[config.mk]
export PLATFORM = sky130hd
export DESIGN_NAME = vpwc_ctrl
export DESIGN_NICKNAME = d
export VERILOG_FILES = /design/src/pkg/vpwc_pkg.sv /design/src/rtl/vpwc_fifo.sv /design/src/rtl/vpwc_ctrl.sv
export SDC_FILE = /design/constraint.sdc
export NUM_CORES = 1
export LEC_CHECK = 0
export BUFFER_PORTS_ARGS = -buffer_cell sky130_fd_sc_hd__buf_2
export CAP_MARGIN = 25
export CELL_PAD_IN_SITES_DETAIL_PLACEMENT = 1
export CELL_PAD_IN_SITES_GLOBAL_PLACEMENT = 1
export CORE_ASPECT_RATIO = 0.7
export CORE_MARGIN = 1.5
export CORE_UTILIZATION = 53
export CTS_CLUSTER_SIZE = 24
export DETAILED_ROUTE_END_ITERATION = 7
export GPL_ROUTABILITY_DRIVEN = 1
export PLACE_DENSITY = 0.85
export SYNTH_ARGS = -nofsm -noshare
export SYNTH_HDL_FRONTEND = slang
export SYNTH_SLANG_ARGS = --single-unit
export TNS_END_PERCENT = 1
[constraint.sdc]
create_clock -name CORE_CLK -period 8.9 [get_ports CORE_CLK]
set_input_delay 0.445 -clock CORE_CLK [delete_from_list [all_inputs] [get_ports CORE_CLK]]
set_output_delay 0.445 -clock CORE_CLK [all_outputs]
set_load 0.01 [all_outputs]
[src/pkg/vpwc_pkg.sv]
// Package with timing, mode and state definitions for the VPW link controller
// Function
// Receive line always observed, asleep or awake
// Messages still decoded while wake low
// Device never self-wakes; controller raises wake
// Overtemperature latches driver off
// Latch cleared by transmit low-to-high toggle
// Clear works only after cooling hysteresis
// Pulse timer restarts on every receive edge
// Frame starts with long high symbol
// Short versus long pulse gives bit value
// Data ends with long low symbol
// Arbitrate only after inter-message idle window
// Longest zero run wins; losers stop sending
// Supply loss disables bus output stage
// Ground loss stops sourcing, opens ground switch
// Transmit low releases bus, high drives
// Mode select picks shaped, fast, loopback
// Loopback echoes transmit, bus untouched
// Transmitter enabled only while wake high
// Symbol timing by clock tick counter
// Fault conditions visible as status flags
package vpwc_pkg;
  localparam int CLK_MHZ      = 125;
  localparam int TICKS_PER_US = CLK_MHZ;
  localparam int SOF_US       = 200;
  localparam int EOD_US       = 200;
  localparam int THRESH_US    = 96;
  localparam int SHORT_US     = 64;
  localparam int LONG_US      = 128;
  localparam int IDLE_MIN_US  = 280;
  localparam int SOF_MIN_US   = 163;
  localparam int US_W         = 10;
  localparam int PRESC_W      = 8;
  localparam logic [US_W-1:0] US_ZERO = 10'h000;
  localparam logic [1:0] MODE_SHAPED = 2'h0;
  localparam logic [1:0] MODE_FAST   = 2'h1;
  localparam logic [1:0] MODE_LOOP   = 2'h2;
  localparam int FIFO_DEPTH   = 32;
  typedef enum {TX_IDLE, TX_WAIT, TX_SOF, TX_BIT, TX_EOD, TX_RECOVER} vpwc_tx_e;
endpackage

[src/rtl/vpwc_fifo.sv]
// Parameterised synchronous FIFO with valid/ready on both sides
`timescale 1ns/1ps
module vpwc_fifo #(
  parameter int WIDTH = 8,
  parameter int DEPTH = 32
) (
  // Clock, enable, reset
  input  wire logic             CORE_CLK,
  input  wire logic             CE,
  input  wire logic             RST_N,
  // Fill side
  input  wire logic [WIDTH-1:0] in_data,
  input  wire logic             in_valid,
  output logic                  in_ready,
  // Drain side
  output logic      [WIDTH-1:0] out_data,
  output logic                  out_valid,
  input  wire logic             out_ready
);
  localparam int AW = $clog2(DEPTH);
  logic [WIDTH-1:0] mem [DEPTH];
  logic [AW-1:0]    wp_r;
  logic [AW-1:0]    rp_r;
  logic [AW:0]      cnt_r;
  logic             push;
  logic             pop;

  // Honest full and empty from the occupancy count
  assign in_ready  = (cnt_r != DEPTH[AW:0]);
  assign out_valid = (cnt_r != '0);
  assign push      = in_valid && in_ready;
  assign pop       = out_valid && out_ready;
  assign out_data  = mem[rp_r];

  // Storage writes need no reset
  always_ff @(posedge CORE_CLK) begin
    if (CE && push) begin
      mem[wp_r] <= in_data;
    end
  end

  // Pointers and count
  always_ff @(posedge CORE_CLK) begin
    if (!RST_N) begin
      wp_r  <= '0;
      rp_r  <= '0;
      cnt_r <= '0;
    end else if (CE) begin
      if (push) begin
        wp_r <= wp_r + 1'b1;
      end
      if (pop) begin
        rp_r <= rp_r + 1'b1;
      end
      cnt_r <= cnt_r + {{AW{1'b0}}, push} - {{AW{1'b0}}, pop};
    end
  end
endmodule

[src/rtl/vpwc_ctrl.sv]
// Host-side controller that drives a VPW bus transceiver through its pins
`timescale 1ns/1ps
module vpwc_ctrl
  import vpwc_pkg::*;
#(
  parameter int TICKS_US = vpwc_pkg::TICKS_PER_US
) (
  // Clock, enable, reset
  input  wire logic       CORE_CLK,
  input  wire logic       CE,
  input  wire logic       RST_N,
  // User transmit stream, one bit per word
  input  wire logic       TX_BIT_IN,
  input  wire logic       TX_LAST_IN,
  input  wire logic       TX_VALID,
  output logic            TX_READY,
  // User receive stream
  output logic            RX_BIT_OUT,
  output logic            RX_VALID,
  output logic            RX_SOF,
  output logic            RX_EOD,
  // User control
  input  wire logic       WAKE_REQ,
  input  wire logic [1:0] MODE_REQ,
  input  wire logic       FAULT_CLEAR,
  // Device fault indications (pins, asynchronous)
  input  wire logic       OVERTEMP_IN,
  input  wire logic       SUPPLY_LOST_IN,
  input  wire logic       GROUND_LOST_IN,
  // Status to user
  output logic            OVERTEMP_FLAG,
  output logic            SUPPLY_LOST_FLAG,
  output logic            GROUND_LOST_FLAG,
  output logic            ARB_LOST,
  output logic            BUS_IDLE,
  // Device pins
  output logic            TXD_PIN,
  output logic            WAKE_PIN,
  output logic            SHAPE_MODE_SELECT_O,
  output logic            SHAPE_MODE_SELECT_OE,
  input  wire logic       RXD_PIN
);
  import vpwc_pkg::*;

  // Pin synchronisers: three stages, change accepted when stages 2 and 3 agree
  logic [2:0] rx_s_r;
  logic [2:0] ot_s_r;
  logic [2:0] sl_s_r;
  logic [2:0] gl_s_r;
  logic       rx_q_r;
  always_ff @(posedge CORE_CLK) begin
    if (!RST_N) begin
      rx_s_r <= 3'h0;
      ot_s_r <= 3'h0;
      sl_s_r <= 3'h0;
      gl_s_r <= 3'h0;
    end else if (CE) begin
      rx_s_r <= {rx_s_r[1:0], RXD_PIN};
      ot_s_r <= {ot_s_r[1:0], OVERTEMP_IN};
      sl_s_r <= {sl_s_r[1:0], SUPPLY_LOST_IN};
      gl_s_r <= {gl_s_r[1:0], GROUND_LOST_IN};
    end
  end

  // Filtered receive level; the receiver is always live, asleep or not
  always_ff @(posedge CORE_CLK) begin
    if (!RST_N) begin
      rx_q_r <= 1'b0;
    end else if (CE && (rx_s_r[1] == rx_s_r[2])) begin
      rx_q_r <= rx_s_r[2];
    end
  end

  // Microsecond tick from a prescaler
  logic [PRESC_W-1:0] presc_r;
  logic               us_tick;
  logic               tx_start;
  assign us_tick = (presc_r == PRESC_W'(TICKS_US - 1));
  always_ff @(posedge CORE_CLK) begin
    if (!RST_N) begin
      presc_r <= '0;
    end else if (CE) begin
      // Realign at frame start, else the first symbol loses part of a tick
      presc_r <= (us_tick || tx_start) ? '0 : presc_r + 1'b1;
    end
  end

  // Receive pulse timer, restarted on each edge
  logic            rx_prev_r;
  logic            rx_edge;
  logic [US_W-1:0] rx_us_r;
  logic            in_frame_r;
  assign rx_edge = rx_q_r != rx_prev_r;
  always_ff @(posedge CORE_CLK) begin
    if (!RST_N) begin
      rx_prev_r <= 1'b0;
      rx_us_r   <= US_ZERO;
    end else if (CE) begin
      rx_prev_r <= rx_q_r;
      if (rx_edge) begin
        rx_us_r <= US_ZERO;
      end else if (us_tick && rx_us_r != {US_W{1'b1}}) begin
        rx_us_r <= rx_us_r + 1'b1;
      end
    end
  end

  // Symbol decoder: level before edge plus width gives bit or SOF; a long low with no edge gives EOD
  logic rx_bit_r, rx_valid_r, rx_sof_r, rx_eod_r;
  always_ff @(posedge CORE_CLK) begin
    if (!RST_N) begin
      in_frame_r <= 1'b0;
      rx_bit_r   <= 1'b0;
      rx_valid_r <= 1'b0;
      rx_sof_r   <= 1'b0;
      rx_eod_r   <= 1'b0;
    end else if (CE) begin
      rx_valid_r <= 1'b0;
      rx_sof_r   <= 1'b0;
      rx_eod_r   <= 1'b0;
      if (rx_edge && rx_prev_r && rx_us_r >= US_W'(SOF_MIN_US)) begin
        in_frame_r <= 1'b1;
        rx_sof_r   <= 1'b1;
      end else if (!rx_q_r && in_frame_r && rx_us_r >= US_W'(SOF_MIN_US)) begin
        in_frame_r <= 1'b0;
        rx_eod_r   <= 1'b1;
      end else if (rx_edge && in_frame_r) begin
        // Low short = 0, low long = 1, high short = 1, high long = 0
        rx_bit_r   <= rx_prev_r ^ (rx_us_r >= US_W'(THRESH_US));
        rx_valid_r <= 1'b1;
      end
    end
  end
  assign RX_BIT_OUT = rx_bit_r;
  assign RX_VALID   = rx_valid_r;
  assign RX_SOF     = rx_sof_r;
  assign RX_EOD     = rx_eod_r;
  assign BUS_IDLE   = !rx_q_r && rx_us_r >= US_W'(IDLE_MIN_US);

  // Transmit queue decouples the user from symbol timing
  logic [1:0] fq_data;
  logic       fq_valid;
  logic       fq_pop;
  vpwc_fifo #(.WIDTH(2), .DEPTH(FIFO_DEPTH)) u_fifo (
    .CORE_CLK  (CORE_CLK),
    .CE        (CE),
    .RST_N     (RST_N),
    .in_data   ({TX_LAST_IN, TX_BIT_IN}),
    .in_valid  (TX_VALID),
    .in_ready  (TX_READY),
    .out_data  (fq_data),
    .out_valid (fq_valid),
    .out_ready (fq_pop)
  );

  // Fault status flags; hardware set wins over user clear
  logic ot_r, sl_r, gl_r;
  logic ot_ok, sl_ok, gl_ok;
  assign ot_ok = ot_s_r[1] == ot_s_r[2];
  assign sl_ok = sl_s_r[1] == sl_s_r[2];
  assign gl_ok = gl_s_r[1] == gl_s_r[2];
  always_ff @(posedge CORE_CLK) begin
    if (!RST_N) begin
      ot_r <= 1'b0;
      sl_r <= 1'b0;
      gl_r <= 1'b0;
    end else if (CE) begin
      if (ot_ok && ot_s_r[2]) begin
        ot_r <= 1'b1;
      end else if (FAULT_CLEAR && ot_ok) begin
        ot_r <= 1'b0;
      end
      if (sl_ok) begin
        sl_r <= sl_s_r[2];
      end
      if (gl_ok) begin
        gl_r <= gl_s_r[2];
      end
    end
  end
  assign OVERTEMP_FLAG    = ot_r;
  assign SUPPLY_LOST_FLAG = sl_r;
  assign GROUND_LOST_FLAG = gl_r;

  // Transmit symbol engine
  vpwc_tx_e        st_r;
  logic [US_W-1:0] sym_us_r;
  logic [US_W-1:0] sym_len_r;
  logic            txd_r;
  logic            last_r;
  logic            arb_r;
  logic            clr_pend_r;
  logic            sym_done;
  logic            faulted;
  logic            stop_now;
  logic            lose_now;
  logic            load_bit;
  assign sym_done = us_tick && (sym_us_r + 1'b1 >= sym_len_r);
  assign faulted  = sl_r || gl_r;
  assign tx_start = (st_r == TX_WAIT) && BUS_IDLE;
  assign stop_now = faulted || ot_r || !WAKE_REQ;
  // Bus high while we are passive: a dominant node outlasted our symbol
  assign lose_now = (st_r == TX_BIT) && !arb_r && !txd_r && rx_q_r && (sym_us_r >= 10'h010);
  // Apart from drops after a lost arbitration, a word leaves the queue exactly when it is loaded into the next symbol
  assign load_bit = ((st_r == TX_SOF) || (st_r == TX_BIT && !last_r)) && sym_done && !arb_r
                    && !stop_now && !lose_now;
  // After a lost arbitration the rest of that message is dropped; a message
  // queued only in part would have its tail sent later as a frame of its own
  assign fq_pop   = load_bit || ((st_r == TX_BIT) && arb_r && !last_r);

  // Symbol width from level and bit; a zero is long high or short low, so zeros win the bus
  function automatic logic [US_W-1:0] sym_len(input logic lvl, input logic b);
    sym_len = (lvl ^ b) ? US_W'(LONG_US) : US_W'(SHORT_US);
  endfunction

  always_ff @(posedge CORE_CLK) begin
    if (!RST_N) begin
      st_r       <= TX_IDLE;
      sym_us_r   <= US_ZERO;
      sym_len_r  <= US_ZERO;
      txd_r      <= 1'b0;
      last_r     <= 1'b0;
      arb_r      <= 1'b0;
      clr_pend_r <= 1'b0;
    end else if (CE) begin
      sym_us_r <= us_tick ? sym_us_r + 1'b1 : sym_us_r;
      case (st_r)
        TX_IDLE: begin
          txd_r <= 1'b0;
          arb_r <= 1'b0;
          // Overtemp recovery: a low-to-high toggle on transmit data
          if (ot_r && FAULT_CLEAR) begin
            clr_pend_r <= 1'b1;
            txd_r      <= 1'b1;
            st_r       <= TX_RECOVER;
            sym_us_r   <= US_ZERO;
            sym_len_r  <= US_W'(SHORT_US);
          end else if (fq_valid && WAKE_REQ && !ot_r && !faulted) begin
            st_r <= TX_WAIT;
          end
        end
        TX_WAIT: begin
          if (BUS_IDLE) begin
            st_r      <= TX_SOF;
            txd_r     <= 1'b1;
            sym_us_r  <= US_ZERO;
            sym_len_r <= US_W'(SOF_US);
          end else if (!WAKE_REQ || faulted) begin
            st_r <= TX_IDLE;
          end
        end
        TX_SOF, TX_BIT: begin
          // Follow the flag of each word dropped after a lost arbitration
          if (st_r == TX_BIT && arb_r && !last_r && fq_valid) begin
            last_r <= fq_data[1];
          end
          if (stop_now) begin
            st_r  <= TX_IDLE;
            txd_r <= 1'b0;
          end else if (lose_now) begin
            // Another node kept the bus high: stop sending
            arb_r <= 1'b1;
            txd_r <= 1'b0;
          end else if (sym_done) begin
            if (arb_r) begin
              st_r <= TX_IDLE;
            end else if (st_r == TX_BIT && last_r) begin
              st_r      <= TX_EOD;
              txd_r     <= 1'b0;
              sym_us_r  <= US_ZERO;
              sym_len_r <= US_W'(EOD_US);
            end else begin
              st_r      <= TX_BIT;
              txd_r     <= ~txd_r;
              last_r    <= fq_data[1];
              sym_us_r  <= US_ZERO;
              sym_len_r <= sym_len(~txd_r, fq_data[0]);
            end
          end
        end
        TX_EOD: begin
          if (sym_done) begin
            st_r <= TX_IDLE;
          end
        end
        TX_RECOVER: begin
          if (sym_done) begin
            clr_pend_r <= 1'b0;
            txd_r      <= 1'b0;
            st_r       <= TX_IDLE;
          end
        end
        default: st_r <= TX_IDLE;
      endcase
    end
  end
  assign ARB_LOST = arb_r;
  assign TXD_PIN  = txd_r;

  // Wake and mode pins; never rely on the device waking itself
  logic       wake_r;
  logic [1:0] mode_r;
  always_ff @(posedge CORE_CLK) begin
    if (!RST_N) begin
      wake_r <= 1'b0;
      mode_r <= MODE_SHAPED;
    end else if (CE) begin
      wake_r <= WAKE_REQ && !faulted;
      mode_r <= MODE_REQ;
    end
  end
  assign WAKE_PIN             = wake_r;
  // Loopback leaves the select pin floating; device then keeps off the bus
  assign SHAPE_MODE_SELECT_OE = (mode_r != MODE_LOOP);
  assign SHAPE_MODE_SELECT_O  = (mode_r == MODE_FAST);
endmodule

Word level (Yosys, flattened, before mapping)
Memories as Yosys holds them, arrays and structs flattened. A register that Yosys moved wholly into a read port is not among the register bits.
Index checks and enable logic that the tools add are counted.
{ "word_totals": {"ff_bits": 114, "n_memories": 1, "inputBits": 14, "ramBits": 64} }
{ "mem_list": {"columns": ["memory", "depth", "word_bits", "rd", "rd_clocked_by_memory_dff", "wr", "line_no", "rtl"], "rows": [
  ["u_fifo.mem", 32, 2, 1, 1, 1, "vpwc_fifo.sv:21", "logic [WIDTH-1:0] mem [DEPTH];"]
]} }
{ "classes": {"addsub": 7, "muxes": 63, "bitwise": 5, "n_reduce_logical": 72, "eq_ne": 33, "order_cmp": 5} }
{ "op_table": {"columns": ["op", "n"], "rows": [
  ["two-way mux 32 bit", 8],
  ["two-way mux 10 bit", 15],
  ["== test 32 x 3 -> 1 bit (second input constant)", 4],
  ["one-hot mux 32 bit (4 select lines)", 1],
  ["== test 32 x 2 -> 1 bit (second input constant)", 3],
  ["one-hot mux 10 bit (3 select lines)", 2],
  ["logical AND 1 bit", 33],
  ["== test 32 x 1 -> 1 bit (second input constant)", 1],
  ["zero test 32 bit", 1],
  ["two-way mux 1 bit", 28],
  ["two-way mux 8 bit", 3],
  ["adder 10 x 1 -> 10 bit (second input constant)", 2],
  ["inequality test 2 bit (second input constant)", 9],
  ["AND reduction 2 bit", 8],
  ["inequality test 3 bit (second input constant)", 4],
  ["AND reduction 6 bit", 2],
  ["adder 5 x 1 -> 5 bit (second input constant)", 2],
  ["greater-or-equal comparator 10 bit", 1],
  ["greater-or-equal comparator 10 x 5 -> 1 bit (second input constant)", 1],
  ["greater-or-equal comparator 10 x 7 -> 1 bit (second input constant)", 1],
  ["greater-or-equal comparator 10 x 8 -> 1 bit (second input constant)", 1],
  ["greater-or-equal comparator 10 x 9 -> 1 bit (second input constant)", 1],
  ["two-way mux 5 bit", 2],
  ["inequality test 10 bit (second input constant)", 1],
  ["other kinds (24)", 51]
]} }

Longest topological paths before layout
Gate-level depths: netlist of the first run.
{ "depth": {"depth_word": 12, "mapped_depth": 21, "ltp_nobuf": 21} }

Modules after synthesis
From an unflattened synthesis of the first run, not the netlist that was laid out.
{ "hier_totals": {"hier_cells": 698, "hier_area_um2": 7243.2} }
{ "modules_own_cells": {"columns": ["mod", "area_each_um2", "cells_per_inst", "instances", "seq_area_each_um2"], "rows": [
  ["vpwc_fifo", 3836.2, 292, 1, 2342.2],
  ["vpwc_ctrl", 3407.0, 406, 1, 1241.2]
]} }

Worst setup path after synthesis of the first run
OpenSTA, ideal clock, no wires.
{ "synth_path": {"path_type": "register to register", "startpoint": "register sym_us_r[0]", "endpoint": "register u_fifo.cnt_r[4]", "arrival_time_ps": 3894, "setup_ps": 128, "path_buffers": 0, "stages_incl_launch_ff": 22, "synth_period_minus_slack_ps": 4022, "slack_ps": 4878, "cell_sequence": "dfxtp_1 -> and3_1 -> and3_1 -> and3_1 -> xor2_1 -> ha_1 -> a21oi_1 -> nand2_1 -> o311a_1 -> a21oi_2 -> o32a_1 -> nor2_1 -> ha_1 -> inv_1 -> ha_1 -> fa_1 -> a21oi_1 -> nor2_1 -> nor2_1 -> xnor2_1 -> mux2i_1 -> nor2_1"} }
{ "synth_between": {"elab_chain_len": 10, "word_cells_on_any_way": 13, "classes_between": "add/sub: 2; order compare: 2; reduce/logical: 9"} }
{ "synth_rtl": {"columns": ["item", "line_no", "rtl"], "rows": [
  ["start, declared", "vpwc_ctrl.sv:187", "logic [US_W-1:0] sym_us_r;"],
  ["start signal, assigned", "vpwc_ctrl.sv:226", "sym_us_r <= us_tick ? sym_us_r + 1'b1 : sym_us_r;"],
  ["adder 10 x 1 -> 10 bit", "vpwc_ctrl.sv:198", "assign sym_done = us_tick && (sym_us_r + 1'b1 >= sym_len_r);"],
  ["greater-or-equal comparator 10 bit", "vpwc_ctrl.sv:198", null],
  ["logical AND 1 bit", "vpwc_ctrl.sv:198", null],
  ["logical AND 1 bit (2 in a row)", "vpwc_ctrl.sv:205", "assign load_bit = ((st_r == TX_SOF) || (st_r == TX_BIT && !last_r)) && sym_done && !arb_r"],
  ["logical AND 1 bit", "vpwc_ctrl.sv:206", "&& !stop_now && !lose_now;"],
  ["logical AND 1 bit *", "vpwc_ctrl.sv:206", null],
  ["logical OR 1 bit *", "vpwc_ctrl.sv:209", "assign fq_pop = load_bit || ((st_r == TX_BIT) && arb_r && !last_r);"],
  ["logical AND 1 bit *", "vpwc_fifo.sv:32", "assign pop = out_valid && out_ready;"],
  ["subtractor 6 x 1 -> 6 bit *", "vpwc_fifo.sv:55", "cnt_r <= cnt_r + {{AW{1'b0}}, push} - {{AW{1'b0}}, pop};"],
  ["end signal, assigned", "vpwc_fifo.sv:55", null],
  ["end, declared", "vpwc_fifo.sv:24", "logic [AW:0] cnt_r;"]
]} }
Mark *: on every way between the ends. The rest lies on a longest branch, timed or not.
A chain may end at the register's enable or synchronous reset.

Worst setup path after layout of the first run
Same ends and word-level chain as after synthesis.

==> run summary, run 1 <==
Antenna violations before repair: 0
Most used cell, CP: nor2_1
Hold Crit Class: primary input to flop
Final setup vio count: 0
Crit path arrival time: 5.23 ns
Worst VDD drop: 0.175 mV
Mapped Cells: 671
WL per Instance: 22.6 um
Slew @ Worst Pin: 0.806 ns
Post-Syn Area per Cell: 10.6 sq um
Setup crit end kind: flop
Fin. max-slew vios: 0
Clock-pin slew on the worst setup and hold paths: 0.06 ns
Main flop type after synthesis: dfxtp_1
Vias per inst: 6.30
Die height: 99.9 um
RSZ-0062 raised after global routing: no
Met3 Use GR: 6.77%
Asr flop ratio synth: 0%
DIE AREA: 14100 sq um
CP max stage delay: 0.44 ns
Total GRT Usage: 30.2%
Maximum clock rate: 205 MHz
Die X: 141 um
Gr ovfl total: 0
Outcome: completed
Port Buffers: 27
Met2 GRT Util: 49.0%
Multi-input gate area: 3290 sq um
GPL Wtd Cong: 0.894
Synthesized area: 7110 sq um
1st-iter DRT viols: 526
Most Crowded Layer GR: met2
Slowest-stage cell, CP: dfxtp_1
Worst-path cell chain: and3_1, and3_1, and3_1, xor2_1, ha_1, a21oi_1, nand2_1, o311a_1, a21oi_2, o32a_1, nor2_1, ha_1, inv_1, ha_1, fa_1, a21oi_1, nor2_1, nor2_1, xnor2_1, mux2i_1, nor2_1
M1 GR Usage: 40.0%
Final worst clock skew: 0.00903 ns
WP data required: 9.25 ns
CP top delay family: compound AO/OA/AOI/OAI gates
FF-to-FF Start: sym_us_r[0]$_SDFFE_PN0P_
Vias in the first global route: 5811
CTS Buf Count: 17
Crit path kind: flop to flop
Seq cells post-synth: 147
Flop2flop setup slack: 4.03 ns
CTS tree: built
CP Capture Point: u_fifo.cnt_r[4]$_SDFFE_PN0P_
Max Cap Viol: 0
Final #Nets: 731
Detail Route Antenna Nets: 0
Largest net degree at the start of global routing: 58
CTS Hold Bufs: 0
Ratio of cells with drive above 1 in the final layout: 12.7%
Levels on crit path: 21
Post-CTS Setup Inserts: 0
Drt pass-1 iters: 5
EDFF count, synth: 64
Core area: 13100 sq um
First-pass GRT wire length: 32.3 mm
Hold WS: 0.244 ns
CTS Root Cell: clkbuf_16
CTS Buffer Depth: 2
Area Growth Syn to Fin: 12.5%
Sequential fraction of the synthesis area: 50.4%
YS warnings: 0
Detailed-route via count: 5478
Worst-case reg-to-reg path depth: 21
Layout Cells excl Fill: 869
Initial Util: 54.1%
Period minus WS final: 4.87 ns
Placed Cells incl. Taps: 836
Resized Gates After CTS: 0
CP Buf/Inv Count: 1
Storage cell area: 3580 sq um
Detailed-route DRC error count: 0
Leakage: 2.93 nW
Routed WL: 19.7 mm
DPL Wire Length: 12.8 mm
Post-synth net total: 712
Later-pin clock latency in the skew report: 0.43 ns
Critical Path Fanout Max: 10
PD cells: 220 nW/um^2
R2r endpoint: u_fifo.cnt_r[4]$_SDFFE_PN0P_
Setup TNS: 0 ns
Final Cycle Share: 54.8%
Netlist cell types: 70
Final hold violation count: 0
FILL cells: 1414
Worst Setup SP: sym_us_r[0]$_SDFFE_PN0P_
Sink Count: 147
Max-slew headroom: 45.9%
Worst Setup Start Kind: flop
IO Count: 28
Rows: 35
Ant. Diodes: 0
H-tree depth: 4
## state kept, by name, summed over array words and instances (netlist names), 2 cells and up, named ones only
| register | count |
|---|---|
| sym_us_r | 10 |
| u_fifo.rp_r | 5 |
| st_r | 3 |
| rx_s_r | 3 |
| gl_s_r | 3 |
| mode_r | 2 |
| sl_s_r | 3 |
| sym_len_r | 3 |
| presc_r | 8 |
| rx_us_r | 10 |
| u_fifo.mem | 64 |
| u_fifo.cnt_r | 6 |
| ot_s_r | 3 |
| u_fifo.wp_r | 5 |
## cell usage after synthesis, types with 4 or more instances
cell      instances  area, sq um
a21o_1            5         37.5
a21oi_1          21          105
a211oi_1          9         67.6
nor2b_1           4         25.0
mux2i_1          32          320
nor2_1          104          390
xor2_1           22          193
ha_1             26          325
nand2b_1          6         37.5
dfxtp_1          83         1660
nor3_1           10         50.1
and3_1           10         62.6
buf_1             4         15.0
xnor2_1          14          123
clkbuf_1         21         78.8
inv_1            29          109
nand3_1          13         65.1
mux4_2           18          405
nand3b_1          5         37.5
or3_1             5         31.3
nand2_1          56          210
o211ai_1          8         60.1
o21ai_0          13         65.1
o21a_1            4         30.0
nand4_1          14         87.6
edfxtp_1         64         1920
## worst min-delay path by stage
stage                              start                             to  depth (start not counted)
6_report                         RXD_PIN         rx_s_r[0]$_SDFFE_PN0P_                          3
5_1_grt                          RXD_PIN         rx_s_r[0]$_SDFFE_PN0P_                          3
4_1_cts                          RXD_PIN         rx_s_r[0]$_SDFFE_PN0P_                          3
3_5_place_dp      rx_s_r[2]$_SDFFE_PN0P_         rx_s_r[2]$_SDFFE_PN0P_                          2
3_3_place_gp      gl_s_r[2]$_SDFFE_PN0P_  GROUND_LOST_FLAG$_SDFFE_PN0P_                          2
2_1_floorplan  sym_len_r[7]$_SDFFE_PN0P_      sym_len_r[7]$_SDFFE_PN0P_                          2
## where the power goes
| group | leakage (nW) | switching, mW | internal [mW] |
|---|---|---|---|
| Sequential | 1.25 | 0.0387 | 0.727 |
| Combinational | 1.38 | 0.136 | 0.0858 |
| Clock | 0.300 | 0.306 | 0.462 |
| Total | 2.93 | 0.481 | 1.28 |
## worst min-delay path: stages
cell,delay (ns)
buf_2,0.07
mux2i_1,0.05
nor2_1,0.07
## logic make-up after synthesis
family	count (synthesis)	share of synthesized area, %
adder cells (fa/ha/maj)	27	4.86
AND/OR/NAND/NOR	253	17.1
buffers and inverters	60	3.34
flip-flops	147	50.4
XOR/XNOR	36	4.44
AO/OA/AOI/OAI	98	9.66
multiplexers	50	10.2
## cells in the final DEF (no fill, tap or decap), drive strengths merged, types with 9 or more instances in the layout
cell and n:
a21oi 22, xor2 22, edfxtp 64, nand2 56
nand3 13, mux4 18, o21ai 16, a211oi 9
nand4 14, clkbuf 20, and3 10, buf 30
nor2 104, xnor2 14, inv 34, mux2i 32
nor3 10, ha 26, dfxtp 83
## metrics by stage
step / setup WS [ns] / util, % / area (sq um) / power [mW]
6_report: 4.03 / 60.8 / 7990 / 1.76
5_1_grt: 3.72 / 60.8 / 7990 / 1.81
4_1_cts: 4.08 / 60.6 / 7970 / 1.76
3_5_place_dp: 4.21 / 55.9 / 7340 / 0.989
3_3_place_gp: 4.50 / 55.9 / 7340 / 0.971
2_1_floorplan: 4.88 / - / 7110 / 0.921
## metal layers
| layer | part of all wire (%) | vias to the layer above |
|---|---|---|
| li1 | - | 2467 |
| met4 | 2.5 | 0 |
| met3 | 5.5 | 53 |
| met5 | 0 | - |
| met2 | 48 | 197 |
| met1 | 45 | 2761 |
## final cells by class
class                   count  area share [%]
flip-flops and latches    147            44.8
inverters                  30            1.41
clock inverters            12            2.11
repair buffers             30            2.22
multi-input cells         464            41.1
clock buffers              20            5.71
well taps                 166            2.60
Power figures use the tool's default switching activity.
==> run 2, diff against run 1 <==
--- a/config.mk
+++ b/config.mk
@@ -11,11 +11,11 @@
 export CELL_PAD_IN_SITES_GLOBAL_PLACEMENT = 1
 export CORE_ASPECT_RATIO = 0.7
 export CORE_MARGIN = 1.5
-export CORE_UTILIZATION = 53
+export CORE_UTILIZATION = 45
 export CTS_CLUSTER_SIZE = 24
 export DETAILED_ROUTE_END_ITERATION = 7
 export GPL_ROUTABILITY_DRIVEN = 1
-export PLACE_DENSITY = 0.85
+export PLACE_DENSITY = 0.77
 export SYNTH_ARGS = -nofsm -noshare
 export SYNTH_HDL_FRONTEND = slang
 export SYNTH_SLANG_ARGS = --single-unit
==> constraint.sdc (replaced) <==
create_clock -name CORE_CLK -period 4.25 [get_ports CORE_CLK]
set_input_delay 0.2125 -clock CORE_CLK [delete_from_list [all_inputs] [get_ports CORE_CLK]]
set_output_delay 0.2125 -clock CORE_CLK [all_outputs]
set_load 0.01 [all_outputs]
==> run summary, run 2 (synthesized netlist as in run 1, its figures left out) <==
Outcome: completed
Max-slew headroom: 36.6% (-9.3 points)
First-pass GRT wire length: 28.3 mm (-12%)
Setup crit end kind: flop
Ratio of cells with drive above 1 in the final layout: 14.8% (+2.2 points)
Gate power share: 13.1% (+0.4 points)
Later-pin clock latency in the skew report: 0.44 ns (about the same)
Port Buffers: 27 (unchanged)
Die height: 108 um (+8.3%)
Vias in the first global route: 5459 (-6.1%)
Rows: 38 (+8.6%)
Most used cell, CP: nor2_1
Critical Path Fanout Max: 6 (-4)
CP max stage delay: 0.37 ns (-0.07 ns)
Storage cell area: 3590 sq um (+0.31%)
Post-CTS Setup Inserts: 0 (unchanged)
WP data required: 4.56 ns (-4.69 ns)
Clock-pin slew on the worst setup and hold paths: 0.07 ns (about the same)
Gr ovfl total: 0 (unchanged)
CTS Buf Count: 17 (unchanged)
Initial Util: 46.0% (-8.1 points)
Final setup vio count: 0 (unchanged)
Slew @ Worst Pin: 0.950 ns (+0.144 ns)
Switching Power: 1000 uW (+110%)
Most frequent cells in the layout: nor2_1, dfxtp_1, edfxtp_1
Antenna violations before repair: 0 (unchanged)
1st-iter DRT viols: 226 (-57%)
GPL Wtd Cong: 0.815 (-8.9%)
Routed WL: 17.5 mm (-11%)
Placed Cells incl. Taps: 876 (+4.8%)
Period minus WS final: 3.98 ns (-0.889 ns)
Flop2flop setup slack: 0.27 ns (-3.76 ns)
Sink Count: 147 (unchanged)
Maximum clock rate: 251 MHz (+22%)
Hold Crit Class: primary input to flop
WL per Instance: 19.3 um (-15%)
Leading cell type in the layout, fill and taps excluded: nor2_1
Final Cycle Share: 93.8% (+39 points)
Final worst clock skew: 0.0130 ns (+0.00393 ns)
Final #Nets: 736 (+0.68%)
DIE AREA: 16600 sq um (+17%)
Reg power frac: 44.1% (+0.5 points)
DPL Wire Length: 12.0 mm (-6.3%)
Max reg flops: 64 (unchanged)
CTS Root Cell: clkbuf_16
Cell Int Power: 2.59 mW (+100%)
Vias per inst: 5.72 (-9.2%)
Drt pass-1 iters: 6 (+1)
CTS tree: built
Worst Setup Start Kind: flop
Ant. Diodes: 0 (unchanged)
Detail Route Antenna Nets: 0 (unchanged)
Largest net degree at the start of global routing: 44 (-24%)
FILL cells: 1673 (+18%)
Worst-path cell chain: and3_1, and3_4, and3_4, xor2_1, ha_1, a21oi_2, nand2_1, o311a_4, a21oi_2, o32a_1, nor2_1, ha_1, inv_1, ha_1, fa_2, a21oi_2, nor2_1, nor2_1, xnor2_1, mux2i_1, nor2_1
PD cells: 445 nW/um^2 (+100%)
Switching share of power: 27.8% (+0.45 points)
Biggest regs: u_fifo.mem x64, rx_us_r x10, sym_us_r x10
CTS Buffer Depth: 2 (unchanged)
Clock power frac: 42.8% (-0.9 points)
Total GRT Usage: 22.1% (-8.1 points)
Worst VDD drop: 0.309 mV (+77%)
Total power: 3.59 mW (+100%)
Detailed-route DRC error count: 0 (unchanged)
Max Cap Viol: 0 (unchanged)
Fin. max-slew vios: 0 (unchanged)
H-tree depth: 4 (unchanged)
Multi-input gate area: 3320 sq um (+1.1%)
IO Count: 28 (unchanged)
Area Growth Syn to Fin: 13.6%
Leakage: 2.94 nW (+0.23%)
Final hold violation count: 0 (unchanged)
Layout Cells excl Fill: 908 (+4.5%)
Core area: 15500 sq um (+18%)
Crit path arrival time: 4.29 ns (-0.94 ns)
Crit path kind: flop to flop
Reg with most FFs: u_fifo.mem
Slowest-stage cell, CP: dfxtp_4
Detailed-route via count: 5198 (-5.1%)
Die X: 153 um (+8.3%)
run 2: cell types whose count changed in the layout (fill, tap and decap cells not counted), moves of 2 or more:
cell,before,now
dfxtp_1,83,80
a21oi_2,1,3
and3_1,10,8
clkbuf_8,2,0
a21oi_1,21,19
buf_4,2,8
inv_6,4,6
dfxtp_4,0,3
and3_4,0,2
run 2: path summary, 6_finish.rpt:
path                                 start                           end  cells after the start
setup / recovery  sym_us_r[1]$_SDFFE_PN0P_  u_fifo.cnt_r[4]$_SDFFE_PN0P_                     21
hold / removal                 MODE_REQ[0]        mode_r[0]$_SDFFE_PN0P_                      3
setup reg to reg  sym_us_r[1]$_SDFFE_PN0P_  u_fifo.cnt_r[4]$_SDFFE_PN0P_                     21
hold reg to reg        RX_SOF$_SDFFE_PN0P_           RX_SOF$_SDFFE_PN0P_                      2
run 2: layout make-up:
cell class / instances / share of cell area, %
sequential: 147 / 44.5
multi-input combinational: 464 / 41.2
clock buffer: 17 / 5.27
tap: 200 / 3.10
timing repair buffer: 35 / 2.42
clock inverter: 15 / 2.12
inverter: 30 / 1.39
run 2: timing repair:
action                     4_1_cts  5_1_grt
gates resized for setup          0       13
setup endpoints to repair        0        2
hold buffers                     0        0
run 2: worst max-delay path, delay by kind of cell (launching register included):
kind                       cells  cell delay [ns]
and+or+nand+nor                8             0.95
xor gates and xnor gates       2             0.25
AOI/OAI and AO/OA              5             0.98
adders and majority gates      4             1.13
muxes                          1             0.14
DFF                            1             0.37
buffers and inverters          1             0.04
run 2: stage by stage:
| stage | TNS [ns] | util [%] | setup WS (ns) | instance area [sq um] | hold WS [ns] |
|---|---|---|---|---|---|
| after floorplan | 0 | - | 0.228 | 7110 | 0.311 |
| after global placement | 0 | 48.1 | 0.218 | 7430 | 0.441 |
| after detailed placement | 0 | 48.1 | 0.104 | 7430 | 0.456 |
| after CTS | 0 | 51.9 | 0.0759 | 8030 | 0.00822 |
| after global routing | -0.0164 | 52.2 | -0.0164 | 8070 | 0.0385 |
| final | 0 | 52.2 | 0.266 | 8070 | 0.0162 |
run 2: layer usage:
layer | part of all wire [%] | up-vias | track usage, %
met3 | 4.7 | 29 | 5.85
met1 | 49 | 2588 | 29.7
met2 | 45 | 103 | 35.0
li1 | - | 2478 | -
met4 | 1.6 | 0 | 7.14
met5 | 0 | - | 0
run 2: power groups by stage:
stage,clock (mW),sequential [mW],combinational (mW)
3_3_place_gp,0,1.61,0.441
6_report,1.54,1.58,0.469
4_1_cts,1.56,1.59,0.466
5_1_grt,1.61,1.59,0.527
3_5_place_dp,0,1.61,0.461
2_1_floorplan,0,1.58,0.344
==> run 3, diff against run 2 <==
--- a/config.mk
+++ b/config.mk
@@ -11,11 +11,11 @@
 export CELL_PAD_IN_SITES_GLOBAL_PLACEMENT = 1
 export CORE_ASPECT_RATIO = 0.7
 export CORE_MARGIN = 1.5
-export CORE_UTILIZATION = 45
+export CORE_UTILIZATION = 49
 export CTS_CLUSTER_SIZE = 24
 export DETAILED_ROUTE_END_ITERATION = 7
 export GPL_ROUTABILITY_DRIVEN = 1
-export PLACE_DENSITY = 0.77
+export PLACE_DENSITY = 0.8
 export SYNTH_ARGS = -nofsm -noshare
 export SYNTH_HDL_FRONTEND = slang
 export SYNTH_SLANG_ARGS = --single-unit
==> constraint.sdc (replaced) <==
create_clock -name CORE_CLK -period 4.5 [get_ports CORE_CLK]
set_input_delay 0.225 -clock CORE_CLK [delete_from_list [all_inputs] [get_ports CORE_CLK]]
set_output_delay 0.225 -clock CORE_CLK [all_outputs]
set_load 0.01 [all_outputs]
==> run summary, run 3 (synthesized netlist as in run 1, its figures left out) <==
Outcome: completed
CTS Buf Count: 17 (unchanged)
Antenna violations before repair: 0 (unchanged)
CTS Root Cell: clkbuf_16
1st-iter DRT viols: 336 (+49%)
Detail Route Antenna Nets: 0 (unchanged)
Worst VDD drop: 0.294 mV (-5.1%)
Setup crit end kind: flop
Detailed-route via count: 5252 (+1.0%)
Gr ovfl total: 0 (unchanged)
Critical Path Fanout Max: 6 (unchanged)
Met2 WL: 8.16 mm (+3.5%)
Ratio of cells with drive above 1 in the final layout: 13.8% (-1.1 points)
IO Count: 28 (unchanged)
Hold depth: 3 (unchanged)
Fin. max-slew vios: 0 (unchanged)
PD cells: 416 nW/um^2 (-6.6%)
H-tree depth: 4 (unchanged)
Leakage: 2.91 nW (-0.87%)
Placed Area: 7390 sq um (-0.47%)
Reg with most FFs: u_fifo.mem
Period minus WS final: 4.17 ns (+0.185 ns)
DIE AREA: 15200 sq um (-8.0%)
Total GRT Usage: 24.7% (+2.6 points)
Hold path start: MODE_REQ[0]
Final #Nets: 733 (-0.41%)
WP data required: 4.80 ns (+0.24 ns)
Die height: 104 um (-4.0%)
Final worst clock skew: 0.00969 ns (-0.00327 ns)
Vias per inst: 5.87 (+2.5%)
R2r endpoint: u_fifo.cnt_r[4]$_SDFFE_PN0P_
Area Growth Syn to Fin: 12.2%
Hold Crit Class: primary input to flop
Top layer in use: met4
WL per Instance: 19.9 um (+3.3%)
Leading cell type in the layout, fill and taps excluded: nor2_1
Worst Setup Start Kind: flop
Routed WL: 17.9 mm (+1.9%)
Rows: 36 (-5.3%)
Largest net degree at the start of global routing: 44 (unchanged)
Max Cap Viol: 0 (unchanged)
Core area: 14100 sq um (-9.1%)
RSZ-0062 raised after global routing: no
DPL Wire Length: 12.1 mm (+0.94%)
Vias in the first global route: 5453 (-0.11%)
Hold endpoint: mode_r[0]$_SDFFE_PN0P_
Detailed-route DRC error count: 0 (unchanged)
Layout Cells excl Fill: 895 (-1.4%)
Worst-case reg-to-reg path depth: 21 (unchanged)
Setup TNS: 0 ns (unchanged)
Later-pin clock latency in the skew report: 0.43 ns (about the same)
Ant. Diodes: 0 (unchanged)
Final hold violation count: 0 (unchanged)
Max-slew headroom: 36.0% (-0.59 points)
CTS tree: built
Most frequent cells in the layout: nor2_1, dfxtp_1, edfxtp_1
GPL Wtd Cong: 0.887 (+8.9%)
Post-CTS Setup Inserts: 0 (unchanged)
Crit path kind: flop to flop
Max reg flops: 64 (unchanged)
Initial Util: 50.6% (+4.6 points)
Final Cycle Share: 92.7% (-1.1 points)
DR WL met3: 779 um (-4.8%)
Slew @ Worst Pin: 0.960 ns (+0.0101 ns)
First-pass GRT wire length: 29.0 mm (+2.7%)
Sink Count: 147 (unchanged)
Crit path arrival time: 4.47 ns (+0.18 ns)
Port Buffers: 27 (unchanged)
Biggest regs: u_fifo.mem x64, rx_us_r x10, sym_us_r x10
Post-route cell area: 7980 sq um (-1.2%)
Clock-pin slew on the worst setup and hold paths: 0.06 ns (about the same)
CTS Buffer Depth: 2 (unchanged)
WL met1: 8.68 mm (+1.5%)
Maximum clock rate: 240 MHz (-4.4%)
Final setup vio count: 0 (unchanged)
Flop2flop setup slack: 0.33 ns (+0.07 ns)
FF-to-FF Start: sym_us_r[0]$_SDFFE_PN0P_
Drt pass-1 iters: 4 (-2)
Die X: 147 um (-4.1%)
Placed Cells incl. Taps: 863 (-1.5%)
[run 3: per-layer routing]
layer	GRT usage [%]	vias to the layer above
met5	0	-
met4	7.14	0
met3	6.21	23
met2	38.3	124
met1	34.3	2633
li1	-	2472
[run 3: cell type report]
| cell class | instances | area, sq um |
|---|---|---|
| flip-flops and latches | 147 | 3590 |
| repair buffers | 32 | 173 |
| multi-input cells | 464 | 3300 |
| clock inverters | 14 | 114 |
| well taps | 190 | 238 |
| clock buffers | 18 | 450 |
| inverters | 30 | 113 |
| fillers | 1508 | 6080 |
[run 3: through the flow]
stage | setup slack, ns | hold WS [ns] | power (mW) | utilization, %
6_report | 0.331 | 0.0426 | 3.31 | 56.7
2_1_floorplan | 0.478 | 0.324 | 1.82 | -
3_3_place_gp | 0.402 | 0.441 | 1.93 | 52.6
5_1_grt | 0.00187 | 0.0381 | 3.44 | 56.7
4_1_cts | 0.132 | 0.0300 | 3.33 | 56.6
3_5_place_dp | 0.157 | 0.453 | 1.96 | 52.6
[run 3: critical path, stage by stage, from the launching register on]
cell,delay (ns)
dfxtp_2,0.38
and3_4,0.22
and3_1,0.20
and3_4,0.21
xor2_1,0.16
ha_1,0.27
a21oi_2,0.17
nand2_1,0.07
o311a_1,0.36
a21oi_2,0.16
o32a_1,0.18
nor2_1,0.05
ha_1,0.26
inv_1,0.04
ha_1,0.21
fa_1,0.42
a21oi_1,0.20
nor2_1,0.07
nor2_1,0.12
xnor2_1,0.07
mux2i_1,0.14
nor2_1,0.06
[run 3: worst max-delay path by stage]
stage	start	endpoint	cells after the start
final	sym_us_r[0]$_SDFFE_PN0P_	u_fifo.cnt_r[4]$_SDFFE_PN0P_	21
after global routing	sym_us_r[0]$_SDFFE_PN0P_	u_fifo.cnt_r[4]$_SDFFE_PN0P_	21
after CTS	sym_us_r[0]$_SDFFE_PN0P_	u_fifo.cnt_r[4]$_SDFFE_PN0P_	21
after detailed placement	sym_us_r[0]$_SDFFE_PN0P_	u_fifo.cnt_r[4]$_SDFFE_PN0P_	21
after global placement	sym_us_r[0]$_SDFFE_PN0P_	u_fifo.cnt_r[4]$_SDFFE_PN0P_	21
after floorplan	sym_us_r[0]$_SDFFE_PN0P_	u_fifo.cnt_r[4]$_SDFFE_PN0P_	21
[run 3: repair_timing]
action                                 4_1_cts  5_1_grt
hold buffers                                 0        0
resized for setup                            0        7
endpoints found under the hold margin        0        0
setup endpoints to repair                    0        2
[run 3: report_power, final]
group          internal (mW)  switching [mW]  leakage (nW)
clock                  0.754           0.615         0.280
sequential              1.44          0.0755          1.25
combinational          0.173           0.258          1.38
total                   2.37           0.949          2.91
